===== config.mk =====
export PLATFORM = sky130hd
export DESIGN_NAME = dtt_top
export DESIGN_NICKNAME = d
export VERILOG_FILES = /design/src/dtt_pkg.sv /design/src/dtt_timer.sv /design/src/dtt_pin.sv /design/src/dtt_top.sv
export VERILOG_INCLUDE_DIRS = /design/src /design/src/src
export SDC_FILE = /design/constraint.sdc
export NUM_CORES = 1
export LEC_CHECK = 0
export ABC_CLOCK_PERIOD_IN_PS = 4800
export BUFFER_PORTS_ARGS = -buffer_cell sky130_fd_sc_hd__buf_2
export CAP_MARGIN = 20
export CORE_ASPECT_RATIO = 1.1
export CORE_MARGIN = 3
export CORE_UTILIZATION = 35
export DETAILED_ROUTE_END_ITERATION = 7
export PLACE_DENSITY = 0.68
export SLEW_MARGIN = 10
export SYNTH_ARGS = -nofsm -noshare
export SYNTH_HDL_FRONTEND = slang
export SYNTH_SLANG_ARGS = --single-unit

===== constraint.sdc =====
create_clock -name clk_i -period 4.8 [get_ports clk_i]
set_input_delay 0.48 -clock clk_i [delete_from_list [all_inputs] [get_ports clk_i]]
set_output_delay 0.48 -clock clk_i [all_outputs]
set_load 0.005 [all_outputs]

===== src/dtt_consts.svh =====
// Constants for the dual 8-bit interval timer: register indices,
// field positions, reset values and prescaler terminal counts.
// Assumes inclusion by the design modules, the checker and the bench.
`ifndef DTT_CONSTS_SVH
`define DTT_CONSTS_SVH

// ----------------------------------------------------------------
// Register indices (byte address is four times the index)
// ----------------------------------------------------------------
`define DTT_ADR_W      18
`define DTT_IDX_W      16
`define DTT_IDX_PFC    16'hfe42
`define DTT_IDX_CTRL   16'hfe78
`define DTT_IDX_PER_A  16'hfe7a
`define DTT_IDX_PER_B  16'hfe7b
`define DTT_IDX_CNT_A  16'hfe7c
`define DTT_IDX_CNT_B  16'hfe7d

// ----------------------------------------------------------------
// Field positions
// ----------------------------------------------------------------
`define DTT_CTRL_B_SEL 7:6
`define DTT_CTRL_A_SEL 5:4
`define DTT_CTRL_B_OV  3
`define DTT_CTRL_B_IE  2
`define DTT_CTRL_A_OV  1
`define DTT_CTRL_A_IE  0
`define DTT_PFC_OE     7:6
`define DTT_PFC_CKO    3:0

// ----------------------------------------------------------------
// Reset values and prescaler terminal counts (4, 16, 64 cycles)
// ----------------------------------------------------------------
`define DTT_RST_REG    8'h00
`define DTT_PRE_END_4  6'h03
`define DTT_PRE_END_16 6'h0f
`define DTT_PRE_END_64 6'h3f

`endif


===== src/dtt_pkg.sv =====
// Types shared by the dual interval timer design.
// Assumes dtt_consts.svh is on the include path.
package dtt_pkg;

  // ----------------------------------------------------------------
  // Count clock selection
  // ----------------------------------------------------------------
  typedef enum logic [1:0] {
    DTT_SEL_STOP  = 2'b00,
    DTT_SEL_DIV4  = 2'b01,
    DTT_SEL_DIV16 = 2'b10,
    DTT_SEL_DIV64 = 2'b11
  } dtt_clksel_t;

  // ----------------------------------------------------------------
  // Bus and pin carriers
  // ----------------------------------------------------------------
  typedef struct packed {
    logic        cyc;
    logic        stb;
    logic        we;
    logic [3:0]  sel;
    logic [17:0] adr;
    logic [31:0] dat;
  } dtt_wb_req_t;

  typedef struct packed {
    logic        ack;
    logic [31:0] dat;
  } dtt_wb_rsp_t;

  typedef struct packed {
    logic o;
    logic oe;
  } dtt_pin_t;

  // ----------------------------------------------------------------
  // Top-level state
  // ----------------------------------------------------------------
  typedef struct packed {
    logic [7:0] ctrl;
    logic [7:0] per_a;
    logic [7:0] per_b;
    logic [1:0] oe_en;
    logic [3:0] cko;
    logic       ack;
    logic [7:0] rdat;
    logic       irq;
  } dtt_top_st_t;

endpackage : dtt_pkg


===== src/dtt_timer.sv =====
// One interval timer channel: 6-bit prescaler, 8-bit counter,
// one-cycle overflow pulse and toggle waveform.
// Assumes select and period are held steady by the register file.
`include "dtt_consts.svh"

module dtt_timer #(
  parameter int PRE_W = 6,
  parameter int CNT_W = 8
) (
  input  wire logic                 clk_i,
  input  wire logic                 rst_i,
  input  wire dtt_pkg::dtt_clksel_t sel_i,
  input  wire logic [CNT_W-1:0]     period_i,
  input  wire logic                 restart_i,
  output logic [CNT_W-1:0]          cnt_o,
  output logic                      ovf_o,
  output logic                      wave_o
);
  import dtt_pkg::*;

  if (PRE_W < 6 || CNT_W < 1)
  begin : g_chk
    $error("dtt_timer: PRE_W must be at least 6, CNT_W at least 1");
  end

  typedef struct packed {
    logic [PRE_W-1:0] pre;
    logic [CNT_W-1:0] cnt;
    logic             ovf;
    logic             wave;
  } dtt_tmr_st_t;

  dtt_tmr_st_t      st_q;
  dtt_tmr_st_t      st_d;
  logic [PRE_W-1:0] pre_end;

  always_comb
  begin
    case (sel_i)
      DTT_SEL_DIV4:  pre_end = PRE_W'(`DTT_PRE_END_4);
      DTT_SEL_DIV16: pre_end = PRE_W'(`DTT_PRE_END_16);
      default:       pre_end = PRE_W'(`DTT_PRE_END_64);
    endcase
  end

  always_comb
  begin
    st_d     = st_q;
    st_d.ovf = 1'b0;
    if (sel_i == DTT_SEL_STOP)
    begin
      st_d.pre  = '0;
      st_d.cnt  = '0;
      st_d.wave = 1'b0;
    end
    else if (restart_i)
    begin
      st_d.pre = '0;
      st_d.cnt = '0;
    end
    else if (st_q.pre == pre_end)
    begin
      st_d.pre = '0;
      if (st_q.cnt == period_i)
      begin
        // Wrap one count clock after reaching the period: (R+1) ticks
        st_d.cnt  = '0;
        st_d.ovf  = 1'b1;
        st_d.wave = ~st_q.wave;
      end
      else
      begin
        st_d.cnt = st_q.cnt + CNT_W'(1);
      end
    end
    else
    begin
      st_d.pre = st_q.pre + PRE_W'(1);
    end
  end

  always_ff @(posedge clk_i)
  begin
    if (rst_i)
    begin
      st_q <= '0;
    end
    else
    begin
      st_q <= st_d;
    end
  end

  assign cnt_o  = st_q.cnt;
  assign ovf_o  = st_q.ovf;
  assign wave_o = st_q.wave;

endmodule // dtt_timer


===== src/dtt_pin.sv =====
// Port pin output stage: ORs a timer toggle onto the port latch.
// Assumes the port block supplies latch value and direction.
module dtt_pin (
  input  wire logic         clk_i,
  input  wire logic         rst_i,
  input  wire logic         latch_i,
  input  wire logic         out_mode_i,
  input  wire logic         toggle_en_i,
  input  wire logic         wave_i,
  output dtt_pkg::dtt_pin_t pin_o
);
  import dtt_pkg::*;

  dtt_pin_t st_q;
  dtt_pin_t st_d;

  always_comb
  begin
    st_d.oe = out_mode_i;
    // Input mode: enable ignored, pin not driven
    if (out_mode_i)
    begin
      st_d.o = latch_i | (toggle_en_i & wave_i);
    end
    else
    begin
      st_d.o = 1'b0;
    end
  end

  always_ff @(posedge clk_i)
  begin
    if (rst_i)
    begin
      st_q <= '0;
    end
    else
    begin
      st_q <= st_d;
    end
  end

  assign pin_o = st_q;

endmodule // dtt_pin


===== src/dtt_top.sv =====
// Dual 8-bit interval timer with toggle outputs and a shared
// interrupt request, reached over a classic Wishbone slave.
// Assumes one clock; port latch and direction come from port logic.
//
// What this block does
// - Timer B select 00 resets; else 4/16/64
// - Timer A select 00 resets; else 4/16/64
// - Timer B flag set once per period
// - Timer A flag set once per period
// - Timer B enable and flag raise interrupt
// - Timer A enable and flag raise interrupt
// - Timer A period is (R+1) times prescale
// - Timer B period is (R+1) times prescale
// - Timer A period write restarts from zero
// - Timer B period write restarts from zero
// - Timer B enable ignored in input mode
// - Timer B pin shows latch or toggle
// - Timer A enable ignored in input mode
// - Timer A pin shows latch or toggle
// - Port control: bit7 B, bit6 A enables
// - All registers reset to zero
// - Counter wraps one tick after period match
// - Six-bit prescaler divides the cycle clock
`include "dtt_consts.svh"

module dtt_top #(
  parameter int PRE_W = 6
) (
  input  wire logic                 clk_i,
  input  wire logic                 rst_i,
  input  wire dtt_pkg::dtt_wb_req_t wb_req_i,
  output dtt_pkg::dtt_wb_rsp_t      wb_rsp_o,
  input  wire logic [1:0]           port_latch_i,
  input  wire logic [1:0]           port_out_mode_i,
  output dtt_pkg::dtt_pin_t [1:0]   pin_o,
  output logic [3:0]                cko_ctrl_o,
  output logic                      irq_o
);
  import dtt_pkg::*;

  if (PRE_W < 6)
  begin : g_chk
    $error("dtt_top: PRE_W must be at least 6");
  end

  // ----------------------------------------------------------------
  // Address decode helper
  // ----------------------------------------------------------------
  function automatic logic hit(
    input logic [`DTT_ADR_W-1:0] adr,
    input logic [`DTT_IDX_W-1:0] idx
  );
    hit = (adr[`DTT_ADR_W-1:2] == idx);
  endfunction

  // ----------------------------------------------------------------
  // State and decode
  // ----------------------------------------------------------------
  dtt_top_st_t st_q;
  dtt_top_st_t st_d;

  logic       acc;
  logic       wr;
  logic       wr_ctrl;
  logic       wr_per_a;
  logic       wr_per_b;
  logic       wr_pfc;
  logic [1:0] restart;
  logic [1:0] ovf;
  logic [1:0] wave;
  logic [7:0] cnt_a;
  logic [7:0] cnt_b;

  // Accept while no ack is out; a held request is taken again every other cycle
  assign acc      = wb_req_i.cyc & wb_req_i.stb & ~st_q.ack;
  assign wr       = acc & wb_req_i.we & wb_req_i.sel[0];
  assign wr_ctrl  = wr & hit(wb_req_i.adr, `DTT_IDX_CTRL);
  assign wr_per_a = wr & hit(wb_req_i.adr, `DTT_IDX_PER_A);
  assign wr_per_b = wr & hit(wb_req_i.adr, `DTT_IDX_PER_B);
  assign wr_pfc   = wr & hit(wb_req_i.adr, `DTT_IDX_PFC);

  // Restart only while running; a stopped timer just stores the period
  assign restart[0] = wr_per_a &
                      (st_q.ctrl[`DTT_CTRL_A_SEL] != DTT_SEL_STOP);
  assign restart[1] = wr_per_b &
                      (st_q.ctrl[`DTT_CTRL_B_SEL] != DTT_SEL_STOP);

  // ----------------------------------------------------------------
  // Timer channels
  // ----------------------------------------------------------------
  dtt_timer #(
    .PRE_W (PRE_W),
    .CNT_W (8)
  ) u_timer_a (
    .clk_i     (clk_i),
    .rst_i     (rst_i),
    .sel_i     (dtt_clksel_t'(st_q.ctrl[`DTT_CTRL_A_SEL])),
    .period_i  (st_q.per_a),
    .restart_i (restart[0]),
    .cnt_o     (cnt_a),
    .ovf_o     (ovf[0]),
    .wave_o    (wave[0])
  );

  dtt_timer #(
    .PRE_W (PRE_W),
    .CNT_W (8)
  ) u_timer_b (
    .clk_i     (clk_i),
    .rst_i     (rst_i),
    .sel_i     (dtt_clksel_t'(st_q.ctrl[`DTT_CTRL_B_SEL])),
    .period_i  (st_q.per_b),
    .restart_i (restart[1]),
    .cnt_o     (cnt_b),
    .ovf_o     (ovf[1]),
    .wave_o    (wave[1])
  );

  // ----------------------------------------------------------------
  // Pin stages, index 0 timer A pin, index 1 timer B pin
  // ----------------------------------------------------------------
  for (genvar i = 0; i < 2; i++)
  begin : g_pin
    dtt_pin u_pin (
      .clk_i       (clk_i),
      .rst_i       (rst_i),
      .latch_i     (port_latch_i[i]),
      .out_mode_i  (port_out_mode_i[i]),
      .toggle_en_i (st_q.oe_en[i]),
      .wave_i      (wave[i]),
      .pin_o       (pin_o[i])
    );
  end

  // ----------------------------------------------------------------
  // Register file and bus response
  // ----------------------------------------------------------------
  always_comb
  begin
    st_d      = st_q;
    st_d.ack  = acc;
    st_d.rdat = 8'h00;

    if (wr_ctrl)
    begin
      st_d.ctrl = wb_req_i.dat[7:0];
    end
    // Hardware set wins over a clearing write in the same cycle
    if (ovf[1])
    begin
      st_d.ctrl[`DTT_CTRL_B_OV] = 1'b1;
    end
    if (ovf[0])
    begin
      st_d.ctrl[`DTT_CTRL_A_OV] = 1'b1;
    end

    if (wr_per_a)
    begin
      st_d.per_a = wb_req_i.dat[7:0];
    end
    if (wr_per_b)
    begin
      st_d.per_b = wb_req_i.dat[7:0];
    end
    if (wr_pfc)
    begin
      st_d.oe_en = wb_req_i.dat[`DTT_PFC_OE];
      st_d.cko   = wb_req_i.dat[`DTT_PFC_CKO];
    end

    // Unmapped or write access reads back zero
    if (acc && !wb_req_i.we)
    begin
      if (hit(wb_req_i.adr, `DTT_IDX_CTRL))
      begin
        st_d.rdat = st_q.ctrl;
      end
      else if (hit(wb_req_i.adr, `DTT_IDX_PER_A))
      begin
        st_d.rdat = st_q.per_a;
      end
      else if (hit(wb_req_i.adr, `DTT_IDX_PER_B))
      begin
        st_d.rdat = st_q.per_b;
      end
      else if (hit(wb_req_i.adr, `DTT_IDX_PFC))
      begin
        st_d.rdat = {st_q.oe_en, 2'b00, st_q.cko};
      end
      else if (hit(wb_req_i.adr, `DTT_IDX_CNT_A))
      begin
        st_d.rdat = cnt_a;
      end
      else if (hit(wb_req_i.adr, `DTT_IDX_CNT_B))
      begin
        st_d.rdat = cnt_b;
      end
      else
      begin
        st_d.rdat = 8'h00;
      end
    end

    // Shared request line for both timers
    st_d.irq = (st_d.ctrl[`DTT_CTRL_B_IE] & st_d.ctrl[`DTT_CTRL_B_OV]) |
               (st_d.ctrl[`DTT_CTRL_A_IE] & st_d.ctrl[`DTT_CTRL_A_OV]);
  end

  always_ff @(posedge clk_i)
  begin
    if (rst_i)
    begin
      st_q.ctrl  <= `DTT_RST_REG;
      st_q.per_a <= `DTT_RST_REG;
      st_q.per_b <= `DTT_RST_REG;
      st_q.oe_en <= 2'h0;
      st_q.cko   <= 4'h0;
      st_q.ack   <= 1'b0;
      st_q.rdat  <= 8'h00;
      st_q.irq   <= 1'b0;
    end
    else
    begin
      st_q <= st_d;
    end
  end

  // ----------------------------------------------------------------
  // Outputs
  // ----------------------------------------------------------------
  assign wb_rsp_o.ack = st_q.ack;
  assign wb_rsp_o.dat = {24'h000000, st_q.rdat};
  assign cko_ctrl_o   = st_q.cko;
  assign irq_o        = st_q.irq;

endmodule // dtt_top


---- After elaboration in Yosys (flattened, before gate mapping) ----
Cells that the tools add are included.
W data, S select, Z words.
word-level totals
  bits of input ports ..................... 63
  output and inout port bits .............. 42
  flip-flop bits (word level) ............. 76
operators by class
  bitwise logic cells ..................... 27
  muxes and demuxes ....................... 15
  equality and inequality tests ........... 14
  add/subtract/negate cells ............... 4
  reduce and logical (&&, ||, !) cells .... 19
operator list
  operator                number
  $eq A16 B16 Y1 const B  6
  $mux W8                 8
  $pmux W6 S2             2
  $add A8 B1 Y8 const B   2
  $eq A8 B8 Y1            2
  $reduce_or A4 Y1        4
  $and A1 B1 Y1           14
  $add A6 B1 Y6 const B   2
  $eq A6 B6 Y1            2
  $not A1 Y1              10
  $reduce_or A2 Y1        5
  $reduce_and A3 Y1       2
  $reduce_or A3 Y1        2
  $eq A2 B1 Y1 const B    2
  $eq A2 B2 Y1 const B    2
  $logic_not A2 Y1        2
  $mux W2                 2
  $mux W4                 1
  $reduce_bool A2 Y1      2
  $or A1 B1 Y1            3
  $mux W1                 2
  $logic_and A1 B1 Y1     1
  $logic_not A1 Y1        1

---- Logic depth before layout (Yosys ltp) ----
Gate-level depths: netlist (run 1).
  word-level depth ........................ 9
  gate-level depth with buffers ........... 8
  mapped depth without buffers ............ 7

---- Cells and area by module ----
A second synthesis (run 1) with hierarchy kept.
second synthesis, totals
  cell total of the unflattened synthesis .. 463
  area total of the unflattened synthesis .. 4196.5 um2
by module, submodules not included
  module     cells each  area each (um2)  seq. area each (um2)  instances
  dtt_top    253         2282.2           800.8                 1
  dtt_timer  100         892.1            320.3                 2
  dtt_pin    5           65.1             40.0                  2

---- Least setup slack after synthesis (run 1) ----
Ideal clock, no wire load.
  path kind ............................... input to register
  start point ............................. in wb_req_i[42] (netlist bit)
  end point ............................... reg st_q, in the netlist cko_ctrl_o[0]
  library setup time ...................... 0.128 ns
  arrival ................................. 2.090 ns
  path slack .............................. 2.583 ns
  path buffers ............................ 1
  stages .................................. 6
  cell sequence ........................... nand4bb_4 > or4_4 > or4b_1 > buf_6 > mux2i_1 > nor2_1
between the ends
  longest elaborated chain between the ends .. 2
ends and longest elaborated chain
  element               line            source
  from (decl)           dtt_top.sv:31   input wire dtt_pkg::dtt_wb_req_t wb_req_i,
  $eq A16 B16 Y1        dtt_top.sv:53   hit = (adr[`DTT_ADR_W-1:2] == idx);
  $and A1 B1 Y1         dtt_top.sv:80   assign wr_pfc = wr & hit(wb_req_i.adr, `DTT_IDX_PFC);
  to (signal assigned)  dtt_top.sv:225  st_q <= st_d;
  to (decl)             dtt_top.sv:59   dtt_top_st_t st_q;
No other way between the ends.
A chain may end at the register's enable or synchronous reset.

---- Final worst setup path (run 1) ----
  start point ............................. reg st_q, in the netlist wb_rsp_o[32]
  end point ............................... reg u_timer_b.st_q, in the netlist u_timer_b.cnt_o[2]
between the ends
  longest elaborated chain between the ends .. 7
ends and longest elaborated chain
  element                     line             source
  $not A1 Y1                  dtt_top.sv:75    assign acc = wb_req_i.cyc & wb_req_i.stb & ~st_q.ack;
  $and A1 B1 Y1               dtt_top.sv:75
  $and A1 B1 Y1 (2 in a row)  dtt_top.sv:76    assign wr = acc & wb_req_i.we & wb_req_i.sel[0];
  $and A1 B1 Y1               dtt_top.sv:79    assign wr_per_b = wr & hit(wb_req_i.adr, `DTT_IDX_PER_B);
  $and A1 B1 Y1               dtt_top.sv:85    assign restart[1] = wr_per_b &
  $reduce_or A3 Y1 (no line)  --
  to (signal assigned)        dtt_timer.sv:90  st_q <= st_d;
  to (decl)                   dtt_timer.sv:33  dtt_tmr_st_t st_q;
No other way between the ends.

==> results of run 1 <==
==> how the worst min path moves through the flow <==
stage / start / to / slack [ns] / depth (start not counted)
floorplan: u_timer_b.st_q[10] / u_timer_b.st_q[10] / 0.41 / 1
global placement: u_timer_b.st_q[10] / u_timer_b.st_q[10] / 0.42 / 1
detailed placement: u_timer_a.st_q[10] / u_timer_a.st_q[10] / 0.44 / 1
CTS: port_out_mode_i[0] / g_pin[0].u_pin.pin_o[0] / 0.39 / 2
global route: port_latch_i[1] / g_pin[1].u_pin.pin_o[1] / 0.41 / 3
finish: port_latch_i[1] / g_pin[1].u_pin.pin_o[1] / 0.39 / 3
==> worst max-delay path: stages, from the launching register on <==
cell	delay, ns
dfxtp_1	0.31
nand3b_1	0.22
nor4_1	0.44
nand4_1	0.78
nand3_1	0.54
nor2_1	0.09
==> area by class of cell <==
class                   count  area [sq um]  share of cell area, %
repair buffers             51           255                   5.83
multi-input cells         319          2070                   47.4
well taps                 143           179                   4.09
flip-flops and latches     76          1520                   34.8
clock buffers              11           253                   5.78
clock inverters             4          72.6                   1.66
inverters                   6          22.5                  0.515
==> sequential cells by signal, indices dropped and copies added (netlist names) <==
signal,count
st_q,26
wb_rsp_o,9
u_timer_a.cnt_o,8
u_timer_b.cnt_o,8
u_timer_a.st_q,6
u_timer_b.st_q,6
cko_ctrl_o,4
g_pin.u_pin.pin_o,4
irq_o,1
u_timer_a.ovf_o,1
u_timer_a.wave_o,1
u_timer_b.ovf_o,1
u_timer_b.wave_o,1
==> cells in the final DEF, fill, tap and decap left out, types with 2 or more instances in the layout <==
| cell type | n |
|---|---|
| dfxtp_1 | 76 |
| nor2_1 | 59 |
| buf_2 | 51 |
| mux2i_1 | 35 |
| xor2_1 | 31 |
| nand2_1 | 30 |
| conb_1 | 24 |
| nand3_1 | 16 |
| a21oi_1 | 13 |
| o21ai_0 | 9 |
| clkbuf_16 | 9 |
| nor2b_1 | 8 |
| nand4_1 | 8 |
| ha_1 | 8 |
| nor4_1 | 7 |
| xnor2_1 | 7 |
| a32o_1 | 7 |
| inv_1 | 6 |
| a2bb2oi_1 | 6 |
| and3b_1 | 5 |
| and3_1 | 5 |
| nand2b_1 | 5 |
| nor3b_1 | 4 |
| nor3_1 | 4 |
| or3_1 | 3 |
| and2_1 | 3 |
| and4_1 | 3 |
| o221a_2 | 2 |
| nand3b_1 | 2 |
| a221oi_1 | 2 |
| o31ai_1 | 2 |
| bufinv_16 | 2 |
| clkbuf_8 | 2 |
==> cells by family after synthesis <==
logic type                 count (synthesis)  synth area share [%]
AOI/OAI and AO/OA                         46                  8.53
xor gates and xnor gates                  38                  8.59
adders and majority gates                  8                  2.58
buffers and inverters                     58                  9.46
DFF                                       76                  39.3
muxes                                     35                  9.04
other                                      1                0.0968
and+or+nand+nor                          168                  22.4
==> cells in the mapped netlist (2+ instances only) <==
cell type / instances / share of area [%]
dfxtp_1: 76 / 39
nor2_1: 59 / 5.7
buf_4: 37 / 7.2
mux2i_1: 35 / 9.0
xor2_1: 31 / 7.0
nand2_1: 30 / 2.9
nand3_1: 16 / 2.1
a21oi_1: 13 / 1.7
clkbuf_1: 10 / 0.97
o21ai_0: 9 / 1.2
ha_1: 8 / 2.6
nand4_1: 8 / 1.3
nor2b_1: 8 / 1.3
a32o_1: 7 / 1.8
nor4_1: 7 / 1.1
xnor2_1: 7 / 1.6
a2bb2oi_1: 6 / 1.4
inv_1: 6 / 0.58
and3_1: 5 / 0.81
and3b_1: 5 / 1.1
nand2b_1: 5 / 0.81
nor3_1: 4 / 0.52
nor3b_1: 4 / 0.78
and2_1: 3 / 0.48
and4_1: 3 / 0.68
or3_1: 3 / 0.48
a221oi_1: 2 / 0.45
buf_1: 2 / 0.19
buf_2: 2 / 0.26
nand3b_1: 2 / 0.39
o221a_2: 2 / 0.58
o31ai_1: 2 / 0.39
==> metal layers <==
| metal | up-vias | part of all wire (%) | routed length (um) | GRT usage (%) |
|---|---|---|---|---|
| li1 | 1497 | - | - | - |
| met1 | 1423 | 42 | 3720 | 17.9 |
| met2 | 112 | 50 | 4490 | 25.9 |
| met3 | 19 | 4.9 | 440 | 2.05 |
| met4 | 0 | 2.9 | 256 | 7.51 |
| met5 | - | 0 | 0 | 0 |
==> power by group <==
part / leakage, nW / total [mW] / switching [mW] / internal [mW]
Sequential: 0.613 / 0.633 / 0.000413 / 0.633
Clock: 0.158 / 0.727 / 0.247 / 0.479
Combinational: 1.14 / 0.0483 / 0.0295 / 0.0188
Total: 1.91 / 1.41 / 0.277 / 1.13
==> stage by stage <==
stage | total power, mW | hold slack [ns] | instance area [sq um]
final | 1.41 | 0.394 | 4380
after global routing | 1.45 | 0.407 | 4380
after CTS | 1.42 | 0.394 | 4380
after detailed placement | 0.695 | 0.436 | 4050
after global placement | 0.694 | 0.423 | 4050
after floorplan | 0.685 | 0.413 | 3960
==> metrics.yaml, run 1 <==
cts-resized-gates: 0
wire_per_inst_um: 14.6
die_w_um: 106
rrSetupSlack_ns: 2.29
async_flop_share_pct: 0
fmax_mhz: 398
syn_avg_cell_area_sq_um: 9.01
fin_nets: 534
p_leak_nw: 1.91
routed_via_density: 5.00
crit_type: "reg -> reg"
tns_ns: 0
worst_slew_pin_slew_ns: 0.851
coreArea_sq_mm: 0.0106
min_period_over_period_pct: 52.4
area_growth_pct: 13.0
grt_pass1_wl_um: 14600
drive_gt1_share_pct: 15.6
relSlewSlack_pct: 43.1
cts.clk_slew.worst_paths_ns: 0.06
cts_tree: "yes"
clockBufferDepth: 2
worstPathArrival_ns: 2.72
gp_congestion: 0.829
h-tree-depth: 3
ios: 105
dieArea_sq_mm: 0.0124
synth_cell_types: 45
wl_um: 8900
cts_setup_buffers: 0
clock-sinks: 76
reg2reg_depth: 5
first_global_vias: 2993
worstSetupStartpointType: "register"
critPathMaxFanout: 12
drt_iter0_markers: 171
drcViolationCount: 0
ctsHoldBuffers: 0
insertion_delay_ns: 0.33
io_buffers: 51
ir_worst_vdd_v: 0.000145
clock_skew_ns: 0.00596
grt-ovfl-total: 0
r2r_start: "wb_rsp_o[32]"
syn_area_sq_mm: 0.00387
endpoint: "u_timer_b.cnt_o[2]"
setup_viol: 0
synth_top_flop_cell: "dfxtp_1"
rr_endpoint: "u_timer_b.cnt_o[2]"
endpoint_kind: "register"
drv_slew: 0
min_period_ns: 2.51
syn_inst: 430
fin_util_pct: 41.3
required_ns: 5.00
ant_nets: 0
p_per_area_mw_per_mm2: 322
ys_seq_area_share_pct: 39.3
ys_seq_elements: 76
grt_max_degree: 40
hold_viol_final: 0
maxCapViolCount: 0
place_ws_ns: 2.00
place_inst: 595
placementRows: 39
dieHeight_um: 116
cp-startpoint: "wb_rsp_o[32]"
antenna_found_initial: 0
dr.pass1.iters: 5
rsz0062_at_grt: "no"
setup_ws_ns: 2.29
outcome: "finished, final reports clean"
cts_root_buf: "clkbuf_16"
fillers: 1036
numCtsBuffers: 9
antenna_cells: 0
initial_utilization_pct: 36.6
vias: 3051
grt_usage_pct: 14.8
final_cell_count_no_fill: 610
synth_edf_count: 0
synth_warnings: 0
min_path_type: "in -> reg"
dp_hpwl_um: 6600
(Power assumes the default switching activity.)
==> run 2, diff against run 1 <==
--- a/config.mk
+++ b/config.mk
@@ -6,14 +6,15 @@
 export SDC_FILE = /design/constraint.sdc
 export NUM_CORES = 1
 export LEC_CHECK = 0
-export ABC_CLOCK_PERIOD_IN_PS = 4800
+export ABC_AREA = 1
+export ABC_CLOCK_PERIOD_IN_PS = 2300
 export BUFFER_PORTS_ARGS = -buffer_cell sky130_fd_sc_hd__buf_2
 export CAP_MARGIN = 20
 export CORE_ASPECT_RATIO = 1.1
 export CORE_MARGIN = 3
 export CORE_UTILIZATION = 35
 export DETAILED_ROUTE_END_ITERATION = 7
-export PLACE_DENSITY = 0.68
+export PLACE_DENSITY = 0.69
 export SLEW_MARGIN = 10
 export SYNTH_ARGS = -nofsm -noshare
 export SYNTH_HDL_FRONTEND = slang
==> constraint.sdc (replaced) <==
create_clock -name clk_i -period 2.3 [get_ports clk_i]
set_input_delay 0.23 -clock clk_i [delete_from_list [all_inputs] [get_ports clk_i]]
set_output_delay 0.23 -clock clk_i [all_outputs]
set_load 0.005 [all_outputs]
==> run 2 against run 1 <==
Combinational power increased by 130%. Utilization decreased by 0.69 points. Critical path depth increased by 6. Critical path type unchanged. Sequential power increased by 110%. Worst hold slack got worse by 0.28 ns. Highest routed layer unchanged. Count of clock-buffer cells in the layout increased by 1. Register-to-register slack got worse by 1.9 ns. Critical endpoint is now u_timer_b.cnt_o[5]. Via count increased by 28%. Largest cell class unchanged. Sequential cell count unchanged. Sequential share of layout area decreased by 3.8 points. First-iteration DRC count increased by 36%. Clock skew decreased by 0.00078 ns.
==> metrics.yaml, run 2 <==
synth_cell_types: 38
fillers: 1240
final_common_cell: "nand2_1"
antenna_found_initial: 0
required_ns: 2.52
ios: 105
die_w_um: 112
cts_setup_buffers: 0
yosys.area.top_type_share_pct: 35.1
synth_largest_area_cell: "dfxtp_1"
synth_top_flop_cell: "dfxtp_1"
fmax_mhz: 522
tns_ns: 0
placementRows: 42
first_global_vias: 3442
drive_gt1_share_pct: 16.4
routed_via_density: 4.75
cts_root_buf: "clkbuf_16"
rrSetupSlack_ns: 0.38
min_path_type: "in -> reg"
drv_slew: 0
final_cell_count_no_fill: 819
synth_warnings: 0
synth_edf_count: 0
drcViolationCount: 0
syn_avg_cell_area_sq_um: 7.07
worstPathArrival_ns: 2.14
crit_type: "reg -> reg"
worst_slew_pin_slew_ns: 0.532
yosysMostFrequentCell: "nand2_1"
io_buffers: 51
fin_nets: 731
wl_um: 10200
largest_register_ffs: 26
p_per_area_mw_per_mm2: 600
syn_inst: 613
timing.hold.ws_ns: 0.112
gp_congestion: 0.853
wire_per_inst_um: 12.5
dieArea_sq_mm: 0.0138
syn_area_sq_mm: 0.00433
area_growth_pct: 13.3
setup_viol: 0
clock_skew_ns: 0.00518
ctsHoldBuffers: 0
synth.area.top_cells: "dfxtp_1 (35%), nand2_1 (10%), inv_1 (7.3%)"
grt_usage_pct: 14.8
total_power_mw: 2.95
ys_seq_elements: 76
grt_max_degree: 21
vias: 3894
grt_pass1_wl_um: 16400
dr.pass1.iters: 5
yosys-top-cells-count: "nand2_1 (119), inv_1 (84), dfxtp_1 (76), nor2_1 (73), nand3_1 (39)"
ir_worst_vdd_v: 0.000337
rsz0062_at_grt: "no"
outcome: "finished, final reports clean"
mostFrequentLayoutCells: "nand2_1 (119), inv_1 (84), dfxtp_1 (76), nor2_1 (73), buf_2 (51)"
dieHeight_um: 123
p_leak_nw: 2.07
async_flop_share_pct: 0
maxCapViolCount: 0
cts_tree: "yes"
drt_iter0_markers: 232
dp_hpwl_um: 7900
min_period_ns: 1.92
critPathMaxFanout: 8
clock-sinks: 76
h-tree-depth: 3
ys_seq_area_share_pct: 35.1
relSlewSlack_pct: 64.4
numCtsBuffers: 9
endpoint_kind: "register"
clockBufferDepth: 2
coreArea_sq_mm: 0.0121
ant_nets: 0
worstSetupStartpointType: "register"
cts.clk_slew.worst_paths_ns: 0.06
antenna_cells: 0
initial_utilization_pct: 35.8
min_period_over_period_pct: 83.3
hold_viol_final: 0
insertion_delay_ns: 0.33
regMostFlops: "st_q"
grt-ovfl-total: 0
place_inst: 803
cts-resized-gates: 0
run 2: stage by stage:
step           util, %  setup WS (ns)  area, sq um
6_report          40.6          0.385         4910
5_1_grt           40.6          0.194         4910
4_1_cts           40.6          0.380         4910
3_3_place_gp      38.0          0.403         4590
2_1_floorplan        -          0.589         4420
3_5_place_dp      38.0          0.391         4590
run 2: routing by layer:
metal  GRT usage (%)  vias up  routed length (um)
met5               0        -                   0
met1            18.8     1767                4610
met4            3.01        0                 110
met2            25.6      104                4920
li1                -     2012                   -
met3            3.99       11                 560
run 2: worst paths after layout:
path | start | end | cells past startpoint
worst max-delay path | st_q[38] | u_timer_b.cnt_o[5] | 11
worst min-delay path | port_out_mode_i[1] | g_pin[1].u_pin.pin_o[0] | 3
worst max register to register | st_q[38] | u_timer_b.cnt_o[5] | 11
worst min register to register | u_timer_b.st_q[10] | u_timer_b.st_q[10] | 1
run 2: worst max-delay path: stages (launching register included):
cell	delay, ns
dfxtp_1	0.37
inv_1	0.06
ha_1	0.30
nor2_1	0.11
nor2_1	0.04
nand3b_2	0.31
inv_2	0.14
nand2_1	0.08
nor2_1	0.13
nand2_1	0.08
xor2_1	0.13
nor2_1	0.05
run 2: power by group:
group | total (mW) | internal (mW) | switching, mW | leakage, nW
logic | 0.112 | 0.0352 | 0.0773 | 1.30
registers | 1.32 | 1.32 | 0.000836 | 0.613
clock network | 1.51 | 0.978 | 0.534 | 0.153
run 2: area by class of cell:
class                      instances  area (sq um)  area share [%]
clock buffer                      12           246            5.02
clock inverter                     4          72.6            1.48
inverter                          90           338            6.88
multi-input combinational        426          2240            45.6
sequential                        76          1520            31.0
tap                              154           193            3.92
timing repair buffer              57           300            6.11
run 2: cell families (layout without fill, tap and decap cells):
family / after synthesis / in the layout / synth area share (%)
adder cells (fa/ha/maj): 8 / 8 / 2.31
buffers and inverters: 134 / 163 / 15.2
other: 1 / 24 / 0.0865
flip-flops: 76 / 76 / 35.1
AND/OR/NAND/NOR: 295 / 295 / 33.0
AO/OA/AOI/OAI: 86 / 86 / 11.7
XOR/XNOR: 13 / 13 / 2.63
==> run 3, diff against run 2 <==
--- a/config.mk
+++ b/config.mk
@@ -7,7 +7,7 @@
 export NUM_CORES = 1
 export LEC_CHECK = 0
 export ABC_AREA = 1
-export ABC_CLOCK_PERIOD_IN_PS = 2300
+export ABC_CLOCK_PERIOD_IN_PS = 1700
 export BUFFER_PORTS_ARGS = -buffer_cell sky130_fd_sc_hd__buf_2
 export CAP_MARGIN = 20
 export CORE_ASPECT_RATIO = 1.1
==> constraint.sdc (replaced) <==
create_clock -name clk_i -period 1.7 [get_ports clk_i]
set_input_delay 0.17 -clock clk_i [delete_from_list [all_inputs] [get_ports clk_i]]
set_output_delay 0.17 -clock clk_i [all_outputs]
set_load 0.005 [all_outputs]
==> run 3 against run 2 <==
Critical path depth unchanged. First-iteration DRC count up 0.86%. Clock power up 45%.
==> metrics.yaml, run 3 (synthesized netlist as in run 2, its figures left out) <==
grt-ovfl-total: 0
cts.clk_slew.worst_paths_ns: 0.06
initial_utilization_pct: 35.8
worstSetupStartpointType: "register"
gp_congestion: 0.837
r2r_start: "st_q[37]"
setup_viol: 0
first_global_vias: 3608
crit_type: "reg -> reg"
min_period_ns: 1.67
antenna_cells: 0
cts_root_buf: "clkbuf_16"
hold_depth: 3
vias: 3966
antenna_found_initial: 0
die_w_um: 112
placementRows: 42
tns_ns: 0
p_leak_nw: 2.26
endpoint_kind: "register"
dieHeight_um: 123
dr.pass1.iters: 5
io_buffers: 51
ios: 105
drv_slew: 0
dieArea_sq_mm: 0.0138
grt_usage_pct: 15.5
clockBufferDepth: 2
crit_chain: "inv_2, ha_4, nand2_2, a21oi_2, nand3b_4, inv_2, nand2_2, nor2_2, nand2_1, xor2_1, nor2_1"
dp_hpwl_um: 8260
min_path_type: "in -> reg"
crit_slowest_cell: "dfxtp_2"
routed_via_density: 4.69
maxCapViolCount: 0
h-tree-depth: 3
final_common_cell: "nand2_1"
reg2reg_depth: 11
min-delay-start: "port_out_mode_i[1]"
whs_endpoint: "g_pin[1].u_pin.pin_o[0]"
outcome: "finished, final reports clean"
clock-sinks: 76
cts_tree: "yes"
wl_um: 10800
area_growth_pct: 20.0
max_stage_delay_ns: 0.33
coreArea_sq_mm: 0.0121
drcViolationCount: 0
grt_pass1_wl_um: 17200
fmax_mhz: 598
ir_worst_vdd_v: 0.000432
mostFrequentLayoutCells: "nand2_1 (115), inv_1 (80), dfxtp_1 (72), nor2_1 (71), buf_2 (51)"
insertion_delay_ns: 0.33
min_period_over_period_pct: 98.4
hold_viol_final: 0
drive_gt1_share_pct: 22.5
rsz0062_at_grt: "yes"
regMostFlops: "st_q"
ant_nets: 0
fin_nets: 758
worstPathArrival_ns: 1.89
clock_skew_ns: 0.00719
timing.hold.ws_ns: 0.0567
largest_register_ffs: 26
wire_per_inst_um: 12.8
numCtsBuffers: 9
rr_endpoint: "u_timer_a.cnt_o[5]"
required_ns: 1.92
drt_iter0_markers: 234
rrSetupSlack_ns: 0.03
critPathMaxFanout: 5
grt_max_degree: 19
p_per_area_mw_per_mm2: 795
run 3: changes by cell type in the layout (fill, tap and decap cells not counted), sizes merged:
cell,change
clkinvlp,-1
clkinv,+2
buf,+27
clkbuf,-2
bufinv,+1
run 3: metrics by stage:
stage               worst slack, ns  area, sq um  instances  power [mW]  util (%)
floorplan                   0.00634         4430        636        1.94         -
global placement            -0.0254         4770        825        1.98      39.4
detailed placement          -0.0620         4770        825        1.98      39.4
CTS                         -0.0106         5110        841        4.16      42.3
global route                -0.0956         5200        846        4.25      43.0
finish                       0.0278         5200        846        4.14      43.0
run 3: timing repair:
item	CTS	global route
resized for setup	2	17
setup endpoints to repair	4	8
hold buffers	0	0
pin swaps	0	14
buffers inserted	0	5
run 3: per-layer routing:
| metal | global-route usage [%] | part of all wire [%] | vias up |
|---|---|---|---|
| li1 | - | - | 2060 |
| met1 | 20.1 | 46 | 1780 |
| met2 | 25.1 | 47 | 104 |
| met3 | 3.50 | 4.5 | 22 |
| met4 | 5.94 | 2.8 | 0 |
| met5 | 0 | 0 | - |
run 3: how the worst max path moves through the flow:
stage	from	endpoint	slack, ns	cells past startpoint
after global placement	st_q[37]	u_timer_a.cnt_o[5]	-0.03	11
after CTS	st_q[37]	u_timer_a.cnt_o[5]	-0.01	11
after global routing	st_q[37]	u_timer_a.cnt_o[5]	-0.1	11
final	st_q[37]	u_timer_a.cnt_o[5]	0.03	11
after detailed placement	st_q[37]	u_timer_a.cnt_o[5]	-0.06	11
after floorplan	st_q[36]	u_timer_a.cnt_o[5]	0.006	11
run 3: critical path, delay by kind of cell (launching register included):
kind | cells | cell delay (ns)
flops | 1 | 0.33
xor+xnor | 1 | 0.14
simple gates | 6 | 0.50
buf+inv | 2 | 0.13
compound gates | 1 | 0.19
fa+ha+maj | 1 | 0.26
run 3: report_power, final:
part           internal, mW  total, mW  switching [mW]
combinational        0.0505      0.157           0.107
sequential             1.79       1.79         0.00109
clock                  1.44       2.19           0.754
total                  3.27       4.14           0.862
run 3: cell type report:
| class | count | area, sq um |
|---|---|---|
| Clock inverter | 6 | 113 |
| Sequential cell | 76 | 1530 |
| Clock buffer | 10 | 229 |
| Fill cell | 1229 | 6890 |
| Inverter | 90 | 338 |
| Timing Repair Buffer | 84 | 503 |
| Multi-Input combinational cell | 426 | 2300 |
| Tap cell | 154 | 193 |
